==> config.mk <==
export PLATFORM = sky130hd
export DESIGN_NAME = hmc_ctrl_bank
export DESIGN_NICKNAME = d
export VERILOG_FILES = /design/src/common/hmc_pkg.sv /design/src/core/hmc_ctrl_bank.sv
export SDC_FILE = /design/constraint.sdc
export NUM_CORES = 1
export LEC_CHECK = 0
export BUFFER_PORTS_ARGS = -buffer_cell sky130_fd_sc_hd__clkbuf_2
export CAP_MARGIN = 20
export CORE_UTILIZATION = 55
export CTS_CLUSTER_DIAMETER = 30
export CTS_CLUSTER_SIZE = 25
export DETAILED_ROUTE_END_ITERATION = 6
export GPL_TIMING_DRIVEN = 0
export PLACE_DENSITY_LB_ADDON = 0.1
export SYNTH_ARGS = -nofsm -noshare
export SYNTH_HDL_FRONTEND = slang
export SYNTH_SLANG_ARGS = --single-unit
==> constraint.sdc <==
create_clock -name clk_sys -period 2.4 [get_ports clk_sys]
set_input_delay 0.48 -clock clk_sys [delete_from_list [all_inputs] [get_ports clk_sys]]
set_output_delay 0.48 -clock clk_sys [all_outputs]
set_load 0.03 [all_outputs]
==> src/common/hmc_pkg.sv <==
// hmc_pkg: index map, field positions and reset values of the monitor control slice
package hmc_pkg;
	// ----------------------------------------------------------------
	// register indexes (bank 0)
	// ----------------------------------------------------------------
	localparam logic [7:0] IDX_ADC_CLOCK_SELECT    = 8'h4b;
	localparam logic [7:0] IDX_IRQ_OVERTEMP_CTRL   = 8'h4c;
	localparam logic [7:0] IDX_FAN_PIN_CONTROL     = 8'h4d;
	localparam logic [7:0] IDX_BANK_SELECT         = 8'h4e;
	localparam logic [7:0] IDX_VENDOR_IDENTIFIER   = 8'h4f;

	// ----------------------------------------------------------------
	// reset values
	// ----------------------------------------------------------------
	localparam logic [7:0] RST_ADC_CLOCK_SELECT    = 8'h04;
	localparam logic [7:0] RST_IRQ_OVERTEMP_CTRL   = 8'h10;
	localparam logic [7:0] RST_FAN_PIN_CONTROL     = 8'h95;
	localparam logic [7:0] RST_BANK_SELECT         = 8'h80;
	localparam logic [7:0] RST_READ_DATA           = 8'h00;

	// ----------------------------------------------------------------
	// field positions
	// ----------------------------------------------------------------
	localparam int ADC_SEL_LSB       = 4;  // two-bit divider select, bits 5:4
	localparam int CPU_CMP_MODE_BIT  = 6;
	localparam int SYS_ONE_SHOT_BIT  = 5;
	localparam int CPU_OVT_DIS_BIT   = 3;
	localparam int OVT_POLARITY_BIT  = 2;
	localparam int CPU_FAN_LEVEL_BIT = 3;
	localparam int CPU_FAN_TACH_BIT  = 2;
	localparam int SYS_FAN_LEVEL_BIT = 1;
	localparam int SYS_FAN_TACH_BIT  = 0;
	localparam int ID_HIGH_BYTE_BIT  = 7;
	localparam int BANK_NUMBER_LSB   = 0;  // three-bit bank number, bits 2:0

	// ----------------------------------------------------------------
	// converter clock divider: terminal counts for /1, /4, /16, /64
	// ----------------------------------------------------------------
	localparam logic [5:0] ADC_TC_DIV1  = 6'h00;
	localparam logic [5:0] ADC_TC_DIV4  = 6'h03;
	localparam logic [5:0] ADC_TC_DIV16 = 6'h0f;
	localparam logic [5:0] ADC_TC_DIV64 = 6'h3f;
	localparam logic [5:0] ADC_CNT_RST  = 6'h00;

	// vendor identifier; value is arbitrary
	localparam logic [15:0] VENDOR_CODE_DEFAULT = 16'h1a2b;

	// all state of the register slice
	typedef struct packed {
		logic [7:0] clk_sel;
		logic [7:0] irq_ctrl;
		logic [7:0] fan_ctrl;
		logic [7:0] bank_sel;
		logic [7:0] rdata;
		logic       ovt_pin;
		logic       cpu_tach_s1;
		logic       cpu_tach_s2;
		logic       sys_tach_s1;
		logic       sys_tach_s2;
		logic [5:0] adc_cnt;
		logic       adc_tick;
		logic       cpu_fan_oe;
		logic       sys_fan_oe;
	} hmc_state_t;
endpackage : hmc_pkg

==> src/core/hmc_ctrl_bank.sv <==
// hmc_ctrl_bank: monitor control register slice, indexes 4bh to 4fh of bank 0
`timescale 1ns/1ps
`default_nettype none
// Summary of operation
// - bits 5:4 of the clock-select register divide the 22.5 kHz converter clock by 1, 4, 16 or 64.
// - control bit 6 set puts the cpu temperature interrupt in comparator mode, clear gives two-time mode.
// - control bit 5 set makes the system temperature interrupt one-time, clear gives two-time mode.
// - control bit 3 set hides the cpu over-temperature indication from the alert pin.
// - control bit 2 sets the alert pin's asserted level, 1 high and 0 low.
// - fan bit 2 set makes the cpu fan pin a tach input, clear drives it with fan bit 3.
// - fan bit 0 set makes the system fan pin a tach input, clear drives it with fan bit 1.
// - bank-select bits 2:0 hold the binary bank number for indexes 50h to 5fh.
// - index 4fh reads one byte of a 16-bit read-only identifier and ignores writes.
module hmc_ctrl_bank
	import hmc_pkg::*;
#(
	parameter logic [15:0] VENDOR_CODE = VENDOR_CODE_DEFAULT
) (
	// clock and reset
	input  wire logic       clk_sys,
	input  wire logic       rst,
	// index/data register port
	input  wire logic [7:0] reg_index,
	input  wire logic       reg_wr,
	input  wire logic [7:0] reg_wdata,
	input  wire logic       reg_rd,
	output logic      [7:0] reg_rdata,
	// converter clock
	input  wire logic       adc_base_tick,
	output logic            adc_sample_tick,
	output logic      [1:0] adc_clock_divider_select,
	// interrupt modes for the management interrupt
	output logic            cpu_temp_irq_comparator_mode,
	output logic            sys_temp_single_shot_irq,
	// over-temperature
	input  wire logic       cpu_overtemp_event,
	output logic            overtemp_alert_pin,
	// cpu fan pin
	input  wire logic       cpu_fan_tach_pin_i,
	output logic            cpu_fan_tach_pin_o,
	output logic            cpu_fan_tach_pin_oe,
	output logic            cpu_fan_tach_level,
	// system fan pin
	input  wire logic       system_fan_tach_pin_i,
	output logic            system_fan_tach_pin_o,
	output logic            system_fan_tach_pin_oe,
	output logic            system_fan_tach_level,
	// bank selection
	output logic      [2:0] bank_number,
	output logic            id_high_byte_select
);

	hmc_state_t st_reg;
	hmc_state_t st_next;
	logic [5:0] adc_tc;

	// ----------------------------------------------------------------
	// next-state logic
	// ----------------------------------------------------------------

	// terminal count of the converter clock divider
	always_comb begin
		unique case (st_reg.clk_sel[ADC_SEL_LSB +: 2])
			2'b00:   adc_tc = ADC_TC_DIV1;
			2'b01:   adc_tc = ADC_TC_DIV4;
			2'b10:   adc_tc = ADC_TC_DIV16;
			default: adc_tc = ADC_TC_DIV64;
		endcase
	end

	// register writes, reads, pin synchronisers and derived outputs
	always_comb begin
		st_next = st_reg;
		// whole bytes are stored, reserved bits included
		if (reg_wr) begin
			unique case (reg_index)
				IDX_ADC_CLOCK_SELECT:  st_next.clk_sel  = reg_wdata;
				IDX_IRQ_OVERTEMP_CTRL: st_next.irq_ctrl = reg_wdata;
				IDX_FAN_PIN_CONTROL:   st_next.fan_ctrl = reg_wdata;
				IDX_BANK_SELECT:       st_next.bank_sel = reg_wdata;
				default:               st_next.bank_sel = st_reg.bank_sel;
			endcase
		end
		// read data is captured on the read strobe and held
		if (reg_rd) begin
			unique case (reg_index)
				IDX_ADC_CLOCK_SELECT:  st_next.rdata = st_reg.clk_sel;
				IDX_IRQ_OVERTEMP_CTRL: st_next.rdata = st_reg.irq_ctrl;
				IDX_FAN_PIN_CONTROL:   st_next.rdata = st_reg.fan_ctrl;
				IDX_BANK_SELECT:       st_next.rdata = st_reg.bank_sel;
				IDX_VENDOR_IDENTIFIER: begin
					if (st_reg.bank_sel[ID_HIGH_BYTE_BIT])
						st_next.rdata = VENDOR_CODE[15:8];
					else
						st_next.rdata = VENDOR_CODE[7:0];
				end
				default:               st_next.rdata = RST_READ_DATA;
			endcase
		end
		// alert pin: gated indication, then polarity
		st_next.ovt_pin = (cpu_overtemp_event & ~st_reg.irq_ctrl[CPU_OVT_DIS_BIT])
			~^ st_reg.irq_ctrl[OVT_POLARITY_BIT];
		// two-flop synchronisers on the fan pins
		st_next.cpu_tach_s1 = cpu_fan_tach_pin_i;
		st_next.cpu_tach_s2 = st_reg.cpu_tach_s1;
		st_next.sys_tach_s1 = system_fan_tach_pin_i;
		st_next.sys_tach_s2 = st_reg.sys_tach_s1;
		// pin enables track the direction bits, stored so the pins leave a flop
		st_next.cpu_fan_oe = ~st_next.fan_ctrl[CPU_FAN_TACH_BIT];
		st_next.sys_fan_oe = ~st_next.fan_ctrl[SYS_FAN_TACH_BIT];
		// converter clock divider on the base tick
		st_next.adc_tick = 1'b0;
		if (adc_base_tick) begin
			if (st_reg.adc_cnt >= adc_tc) begin
				st_next.adc_cnt  = ADC_CNT_RST;
				st_next.adc_tick = 1'b1;
			end else begin
				st_next.adc_cnt = st_reg.adc_cnt + 6'h01;
			end
		end
	end

	// ----------------------------------------------------------------
	// state register
	// ----------------------------------------------------------------

	// every field returns to its default on reset
	always_ff @(posedge clk_sys) begin
		if (rst) begin
			st_reg.clk_sel     <= RST_ADC_CLOCK_SELECT;
			st_reg.irq_ctrl    <= RST_IRQ_OVERTEMP_CTRL;
			st_reg.fan_ctrl    <= RST_FAN_PIN_CONTROL;
			st_reg.bank_sel    <= RST_BANK_SELECT;
			st_reg.rdata       <= RST_READ_DATA;
			st_reg.ovt_pin     <= 1'b1;  // inactive for the default low-active level
			st_reg.cpu_tach_s1 <= 1'b0;
			st_reg.cpu_tach_s2 <= 1'b0;
			st_reg.sys_tach_s1 <= 1'b0;
			st_reg.sys_tach_s2 <= 1'b0;
			st_reg.adc_cnt     <= ADC_CNT_RST;
			st_reg.adc_tick    <= 1'b0;
			st_reg.cpu_fan_oe  <= 1'b0;  // both pins start as tach inputs
			st_reg.sys_fan_oe  <= 1'b0;
		end else begin
			st_reg <= st_next;
		end
	end

	// ----------------------------------------------------------------
	// outputs, each a stored bit
	// ----------------------------------------------------------------

	// register port and converter clock
	assign reg_rdata                = st_reg.rdata;
	assign adc_sample_tick          = st_reg.adc_tick;
	assign adc_clock_divider_select = st_reg.clk_sel[ADC_SEL_LSB +: 2];

	// interrupt modes and alert pin
	assign cpu_temp_irq_comparator_mode = st_reg.irq_ctrl[CPU_CMP_MODE_BIT];
	assign sys_temp_single_shot_irq     = st_reg.irq_ctrl[SYS_ONE_SHOT_BIT];
	assign overtemp_alert_pin           = st_reg.ovt_pin;

	// fan pins: drive only when not in tach mode
	assign cpu_fan_tach_pin_oe    = st_reg.cpu_fan_oe;
	assign cpu_fan_tach_pin_o     = st_reg.fan_ctrl[CPU_FAN_LEVEL_BIT];
	assign cpu_fan_tach_level     = st_reg.cpu_tach_s2;
	assign system_fan_tach_pin_oe = st_reg.sys_fan_oe;
	assign system_fan_tach_pin_o  = st_reg.fan_ctrl[SYS_FAN_LEVEL_BIT];
	assign system_fan_tach_level  = st_reg.sys_tach_s2;

	// bank selection
	assign bank_number         = st_reg.bank_sel[BANK_NUMBER_LSB +: 3];
	assign id_high_byte_select = st_reg.bank_sel[ID_HIGH_BYTE_BIT];
endmodule : hmc_ctrl_bank
`default_nettype wire

==> results of run 1 <==
## layer usage
layer  track usage [%]  vias up
met5                 0        -
met4              5.44        0
met3              4.80        2
met2              41.0       46
met1              29.5      923
li1                  -     1023
## power breakdown
part           switching [mW]  internal [mW]  total (mW)
logic                  0.0798         0.0460       0.126
registers             0.00307          0.902       0.906
clock network           0.305          0.238       0.543
total                   0.387           1.19        1.57
## final timing paths
check	end	slack, ps
setup reg to reg	st_reg[7]	570
hold reg to reg	cpu_fan_tach_level	450
hold / removal	st_next[11]	380
setup / recovery	st_reg[7]	570
## cell type report
cell class	instances	share of cell area [%]
timing repair buffer	45	7.76
buffer	27	5.61
multi-input combinational	181	43.0
clock inverter	2	0.604
inverter	5	0.647
tap	52	2.24
sequential	54	37.3
clock buffer	6	2.85
## worst register-to-register path, delay by kind of cell, from the launching register on
family / cells / cell delay (ps)
flops: 1 / 390
simple gates: 3 / 590
fa+ha+maj: 1 / 280
compound gates: 2 / 510
## logic make-up (layout without fill, tap and decap cells)
kind of cell	count (synthesis)	in the layout	share of synthesized area, %
simple gates	99	99	21.3
buf+inv	32	85	7.22
xor+xnor	6	6	2.09
mux	34	34	14.1
compound gates	37	37	9.77
fa+ha+maj	5	5	2.49
flops	54	54	43.0
## synth_stat cells (all sizes together) (4+ instances only)
library cell,n
nor2,48
nand2,7
buf,18
clkbuf,9
nand2b,7
a21oi,17
dfxtp,54
mux2i,33
nand3,4
nand4,6
nor2b,5
inv,5
nor3,8
ha,5
## through the flow
step                setup WS (ps)  hold slack (ps)  utilization [%]  cell area, µm²
floorplan                     741              414                -            2510
detailed placement            323              426             63.9            2800
finish                        567              384             66.2            2900
global placement              385              431             63.9            2800
CTS                           555              373             66.2            2900
global route                  439              364             66.2            2900
==> results.json, run 1 <==
{
  "fp-row-count": 24,
  "hold_buffers": 0,
  "crit_chain": "or2_2 > ha_1 > nand2b_1 > a21o_1 > a211o_1 > nor2_1",
  "drc_errors": 0,
  "finalClockSkew_ps": 7.56,
  "whs_path_depth": 2,
  "numClockSinks": 54,
  "layout_commonest_cell": "dfxtp_1",
  "cp-start-kind": "flop",
  "grt_remaining_overflow": 0,
  "synth_area_leaders": "dfxtp_1, mux2i_1, nor2_1",
  "p_leak_nw": 1.45,
  "finalCritPeriodShare_pct": 76.4,
  "finalMaxSlewViolations": 0,
  "drive_gt1_share_pct": 25.3,
  "cpPeakStageDelay_ps": 390,
  "dp.final_hpwl_um": 3880,
  "dp.cells": 364,
  "grt_pass1_vias": 1865,
  "relSlewSlack_pct": 63.7,
  "drt_iter0_drc": 95,
  "yosys.area.top_type_share_pct": 43.0,
  "grt_use_total_pct": 23.4,
  "area_delta_synth_final_pct": 15.5,
  "ys_types": 38,
  "clockBufferDepth": 2,
  "wl_met3_um": 228,
  "required_ps": 2650,
  "yosysWarnings": 0,
  "setup-violations-final": 0,
  "hp-class": "primary input to flop",
  "place_congestion": 0.798,
  "grt_first_pass_wirelength_um": 8890,
  "end_kind": "flop",
  "seq_area_mm2": 0.00108,
  "path_clk_slew_ps": 100,
  "critPathSlowestCell": "dfxtp_1",
  "synth_edf_count": 0,
  "htree_levels": 2,
  "synthArstFlopShare_pct": 0,
  "path_class": "flop to flop",
  "r2r_cells": 6,
  "tightest_slew_ps": 545,
  "largest_register_ffs": 28,
  "finalNonFillerCells": 372,
  "outcome": "finished, final reports clean",
  "vias_per_cell": 5.36,
  "synth_top_area_cell": "dfxtp_1",
  "synth-main-ff-cell": "dfxtp_1",
  "cpLargestDelayFamily": "simple AND/OR/NAND/NOR gates",
  "core-area_mm2": 0.00438,
  "cap_violations": 0,
  "rsz0062_at_grt": "no",
  "finalHoldViolCount": 0,
  "cts_resized": 0,
  "numCtsBuffers": 5,
  "diodes": 0,
  "syn_inst": 267,
  "crit_cells": 6,
  "firstDrtPassIters": 4,
  "power.density_mw_per_mm2": 543,
  "port_buffers": 45,
  "startpoint": "adc_clock_divider_select[1]",
  "top_layer": "met4",
  "post_cts_buffers": 0,
  "antenna_found_initial": 0,
  "tns_ps": 0,
  "seq_area_frac_synth_pct": 43.0,
  "cts_root_buffer": "clkbuf_8",
  "power.total_mw": 1.57,
  "final_nets": 348,
  "cp_num_buf_inv": 0,
  "clock.fmax_ghz": 0.546,
  "syn_area_per_cell_um2": 9.41,
  "die_w_um": 69.6,
  "syn_area_mm2": 0.00251,
  "cp_data_arrival_time_ps": 2080,
  "cp_max_fo": 8,
  "peakVddDrop_mv": 0.416,
  "synthesis.nets": 296,
  "die_area_mm2": 0.00484,
  "initial_core_util_pct": 57.3,
  "vias": 1994,
  "min_period_ps": 1830,
  "layout_common_cells": "dfxtp_1, nor2_1, clkbuf_2, mux2i_1, a21oi_1",
  "wirelength_um": 5310,
  "nFillCells": 401,
  "cts_tree": "done",
  "pin_count": 48,
  "dieHeight_um": 69.6,
  "worstHoldStart": "cpu_fan_tach_pin_i",
  "ant_nets": 0,
  "dr_wl_met2_um": 2520,
  "wire_per_inst_um": 14.3,
  "met1_length_um": 2540,
  "multi_input_area_mm2": 0.00125,
  "reg2reg_from": "adc_clock_divider_select[1]",
  "grt_max_degree": 18,
  "clkLatencyLatePin_ps": 310,
  "ys_ff_latch": 54
}
Note: power is estimated with default switching activity, not from simulation.
==> inputs of run 2 (changes only) <==
- CORE_UTILIZATION: 55 -> 49
- clock period: 2.4 -> 1.5 ns (I/O delays scaled with it)
==> run 2 against run 1 <==
The flow now finishes with violations (negative setup slack). Non-clock buffer count increased by 6. Clock power increased by 60%. Wire length increased by 5.0%. Via count increased by 3.0%. Critical path depth unchanged. Setup slack got worse by 710 ps. Core utilization decreased by 2.4 points.
==> results.json, run 2 (synthesis gave the netlist of run 1 again) <==
{
  "antenna_found_initial": 0,
  "path_clk_slew_ps": 100,
  "outcome": "complete, but fails checks",
  "numClockSinks": 54,
  "setup_slack_ps": -143,
  "wirelength_um": 5570,
  "final_nets": 354,
  "ant_nets": 0,
  "multi_input_area_mm2": 0.00134,
  "cp_data_arrival_time_ps": 1890,
  "cap_violations": 0,
  "path_class": "flop to flop",
  "port_buffers": 45,
  "startpoint": "adc_clock_divider_select[1]",
  "clkLatencyLatePin_ps": 310,
  "finalCritPeriodShare_pct": 110,
  "initial_core_util_pct": 52.1,
  "clockBufferDepth": 2,
  "pin_count": 48,
  "power.density_mw_per_mm2": 824,
  "grt_pass1_vias": 1926,
  "end_kind": "flop",
  "grt_first_pass_wirelength_um": 9160,
  "diodes": 0,
  "nFillCells": 476,
  "grt_remaining_overflow": 0,
  "clock.fmax_ghz": 0.609,
  "required_ps": 1750,
  "grt_use_total_pct": 22.9,
  "die_w_um": 73.6,
  "reg2reg_from": "adc_clock_divider_select[1]",
  "finalNonFillerCells": 393,
  "peakVddDrop_mv": 0.605,
  "violations": "negative setup slack",
  "tightest_slew_ps": 480,
  "die_area_mm2": 0.00541,
  "dp.cells": 379,
  "wire_per_inst_um": 14.2,
  "dieHeight_um": 73.6,
  "drt_iter0_drc": 100,
  "cp-start-kind": "flop",
  "htree_levels": 2,
  "drc_errors": 0,
  "largest_register_ffs": 28,
  "worstHoldStart": "cpu_fan_tach_pin_i",
  "layout_common_cells": "dfxtp_1, clkbuf_2, nor2_1, mux2i_1, buf_4",
  "p_leak_nw": 1.48,
  "hold_buffers": 0,
  "core-area_mm2": 0.00482,
  "vias": 2054,
  "drive_gt1_share_pct": 30.4,
  "rsz0062_at_grt": "yes",
  "relSlewSlack_pct": 68.0,
  "finalMaxSlewViolations": 0,
  "area_delta_synth_final_pct": 22.4,
  "fp-row-count": 25,
  "min_period_ps": 1640,
  "finalClockSkew_ps": 7.94,
  "layout_commonest_cell": "dfxtp_1",
  "cts_root_buffer": "clkbuf_8",
  "firstDrtPassIters": 4,
  "cp_max_fo": 6,
  "utilization_pct": 63.8,
  "dp.final_hpwl_um": 3900,
  "vias_per_cell": 5.23,
  "hp-class": "primary input to flop",
  "place_congestion": 0.801,
  "grt_max_degree": 18,
  "finalHoldViolCount": 0,
  "cts_tree": "done",
  "numCtsBuffers": 5,
  "setup-violations-final": 6,
  "seq_area_mm2": 0.00109
}
## run 2: cell count changes in the layout (fill, tap and decap cells not counted), moves of 3 or more
cell and change:
buf_4 +5, clkbuf_1 -3, clkbuf_2 +3, nand4_2 -3
nand4_4 +3
## run 2: area by class of cell
class | count | share of cell area, %
Clock inverter | 2 | 0.489
Multi-Input combinational cell | 181 | 43.4
Sequential cell | 54 | 35.4
Buffer | 27 | 5.42
Inverter | 5 | 0.611
Clock buffer | 6 | 2.69
Timing Repair Buffer | 51 | 9.20
Tap cell | 67 | 2.73
## run 2: per-layer routing
layer  global-route usage (%)  part of all wire [%]  vias up
met2                     36.8                    47       49
met1                     30.2                    47      966
met5                        0                     0        -
li1                         -                     -     1034
met3                     4.39                   5.0        5
met4                     8.97                   1.5        0
## run 2: power breakdown
group          leakage (nW)  switching (mW)  internal [mW]
clock                0.0521           0.487          0.382
sequential            0.438         0.00502           1.44
combinational         0.993           0.136         0.0808
## run 2: stage by stage
stage | instance area [µm²] | setup WS, ps | hold slack (ps) | power, mW | TNS [ps]
after floorplan | 2540 | -63.6 | 414 | 1.60 | -381
after global placement | 2850 | -398 | 421 | 1.68 | -13040
after global routing | 3070 | -196 | 179 | 2.64 | -1170
final | 3070 | -143 | 193 | 2.53 | -791
after detailed placement | 2850 | -396 | 426 | 1.68 | -13070
after CTS | 3000 | -150 | 188 | 2.56 | -844
## run 2: critical path, stage by stage, from the launching register on
cell      delay (ps)
dfxtp_4          370
or2_4            260
ha_4             200
nand2b_4         120
a21o_1           180
a211o_4          360
nor2_1            90
## run 2: worst paths after layout
check	end	slack (ps)	cells after the start
worst max register to register	st_reg[6]	-140	6
worst min-delay path	st_next[11]	190	2
worst max-delay path	st_reg[6]	-140	6
worst min register to register	system_fan_tach_level	450	1
## run 2: repair_timing
item	CTS	global route
gates resized for setup	2	14
setup endpoints to repair	12	39
setup buffers	4	2
pin swaps	2	3
==> inputs of run 3 (changes only) <==
- GPL_TIMING_DRIVEN: 0 -> 1
- REMOVE_ABC_BUFFERS: default -> 1
==> run 3 against run 2 <==
The flow still finishes with violations (negative setup slack). Total power increased by 1.2%. Worst hold slack hardly changed. Final cell count is 1.8% higher. Core utilization grew 2.9 points. Critical endpoint is now st_reg[3]. Clock skew is 1.9 ps higher. Fmax grew 2.7%.
==> results.json, run 3 (synthesis gave the netlist of run 1 again) <==
{
  "clockBufferDepth": 2,
  "layout_common_cells": "dfxtp_1, clkbuf_2, nor2_1, buf_4, mux2i_1",
  "grt_pass1_vias": 1872,
  "finalCritPeriodShare_pct": 107,
  "hp-class": "primary input to flop",
  "finalNonFillerCells": 400,
  "power.density_mw_per_mm2": 797,
  "final_area_mm2": 0.00321,
  "final_nets": 361,
  "grt_max_degree": 24,
  "violations": "negative setup slack",
  "path_class": "flop to flop",
  "wirelength_um": 5390,
  "die_w_um": 73.6,
  "finalClockSkew_ps": 9.82,
  "power.total_mw": 2.56,
  "p_leak_nw": 1.58,
  "numCtsBuffers": 5,
  "crit_chain": "or2_4 > ha_4 > nand2b_4 > a21o_1 > a211o_4 > nor2_1",
  "largest_register_ffs": 28,
  "rsz0062_at_grt": "yes",
  "cp-start-kind": "flop",
  "vias_per_cell": 5.14,
  "cts_root_buffer": "clkbuf_8",
  "core-area_mm2": 0.00482,
  "die_area_mm2": 0.00541,
  "grt_remaining_overflow": 0,
  "grt_first_pass_wirelength_um": 8800,
  "min_period_ps": 1600,
  "cp_max_fo": 6,
  "layout_commonest_cell": "dfxtp_1",
  "utilization_pct": 66.7,
  "firstDrtPassIters": 4,
  "cp_data_arrival_time_ps": 1850,
  "dpl-instance-area_mm2": 0.00299,
  "setup-violations-final": 7,
  "required_ps": 1750,
  "drive_gt1_share_pct": 35.7,
  "wire_per_inst_um": 13.5,
  "peakVddDrop_mv": 0.529,
  "clkLatencyLatePin_ps": 310,
  "tightest_slew_ps": 542,
  "dieHeight_um": 73.6,
  "critPathSlowestCell": "a211o_4",
  "dp.final_hpwl_um": 3950,
  "vias": 2057,
  "pin_count": 48,
  "pre_cts_ws_ps": -244,
  "setup_slack_ps": -99.4,
  "diodes": 0,
  "port_buffers": 47,
  "cts_tree": "done",
  "grt_use_total_pct": 21.4,
  "antenna_found_initial": 0,
  "fp-row-count": 25,
  "outcome": "complete, but fails checks",
  "cpPeakStageDelay_ps": 370,
  "ant_nets": 0,
  "end_kind": "flop",
  "dp.cells": 390,
  "whs_ps": 193,
  "area_delta_synth_final_pct": 28.0,
  "drc_errors": 0,
  "path_clk_slew_ps": 100,
  "tns_ps": -590,
  "relSlewSlack_pct": 63.9,
  "place_congestion": 0.769,
  "htree_levels": 2,
  "clock.fmax_ghz": 0.625,
  "numClockSinks": 54,
  "initial_core_util_pct": 52.1,
  "finalMaxSlewViolations": 0,
  "finalHoldViolCount": 0,
  "drt_iter0_drc": 100,
  "cap_violations": 0
}
[run 3: timing repair]
action,in CTS,in global routing
setup buffers,2,0
resized for setup,12,7
endpoints found under the setup margin,7,7
hold buffers,0,0
pin swaps,11,3
[run 3: layout make-up]
cell class / count / area, µm²
Clock buffer: 6 / 82.6
Multi-Input combinational cell: 181 / 1360
Tap cell: 67 / 83.8
Sequential cell: 54 / 1080
Clock inverter: 2 / 17.5
Timing Repair Buffer: 85 / 571
Fill cell: 431 / 1600
Inverter: 5 / 18.8
[run 3: path summary, 6_finish.rpt]
path	startpoint	depth (start not counted)	slack, ps	end
max	adc_clock_divider_select[1]	6	-100	st_reg[3]
min	cpu_fan_tach_pin_i	2	190	st_next[11]
max reg2reg	adc_clock_divider_select[1]	6	-100	st_reg[3]
min reg2reg	st_next[9]	1	450	system_fan_tach_level
[run 3: critical path, delay by kind of cell, from the launching register on]
family	cells	cell delay, ps
simple gates	3	450
flops	1	350
compound gates	2	540
fa+ha+maj	1	210
[run 3: report_power, final]
group | switching (mW) | total [mW] | internal [mW]
clock | 0.491 | 0.872 | 0.381
combinational | 0.133 | 0.242 | 0.109
sequential | 0.00370 | 1.45 | 1.44
[run 3: routing by layer]
metal	up-vias	track usage (%)	part of all wire [%]
met3	4	4.12	3.5
met4	0	6.41	0.72
li1	1047	-	-
met2	44	34.6	47
met5	-	0	0
met1	962	29.0	48
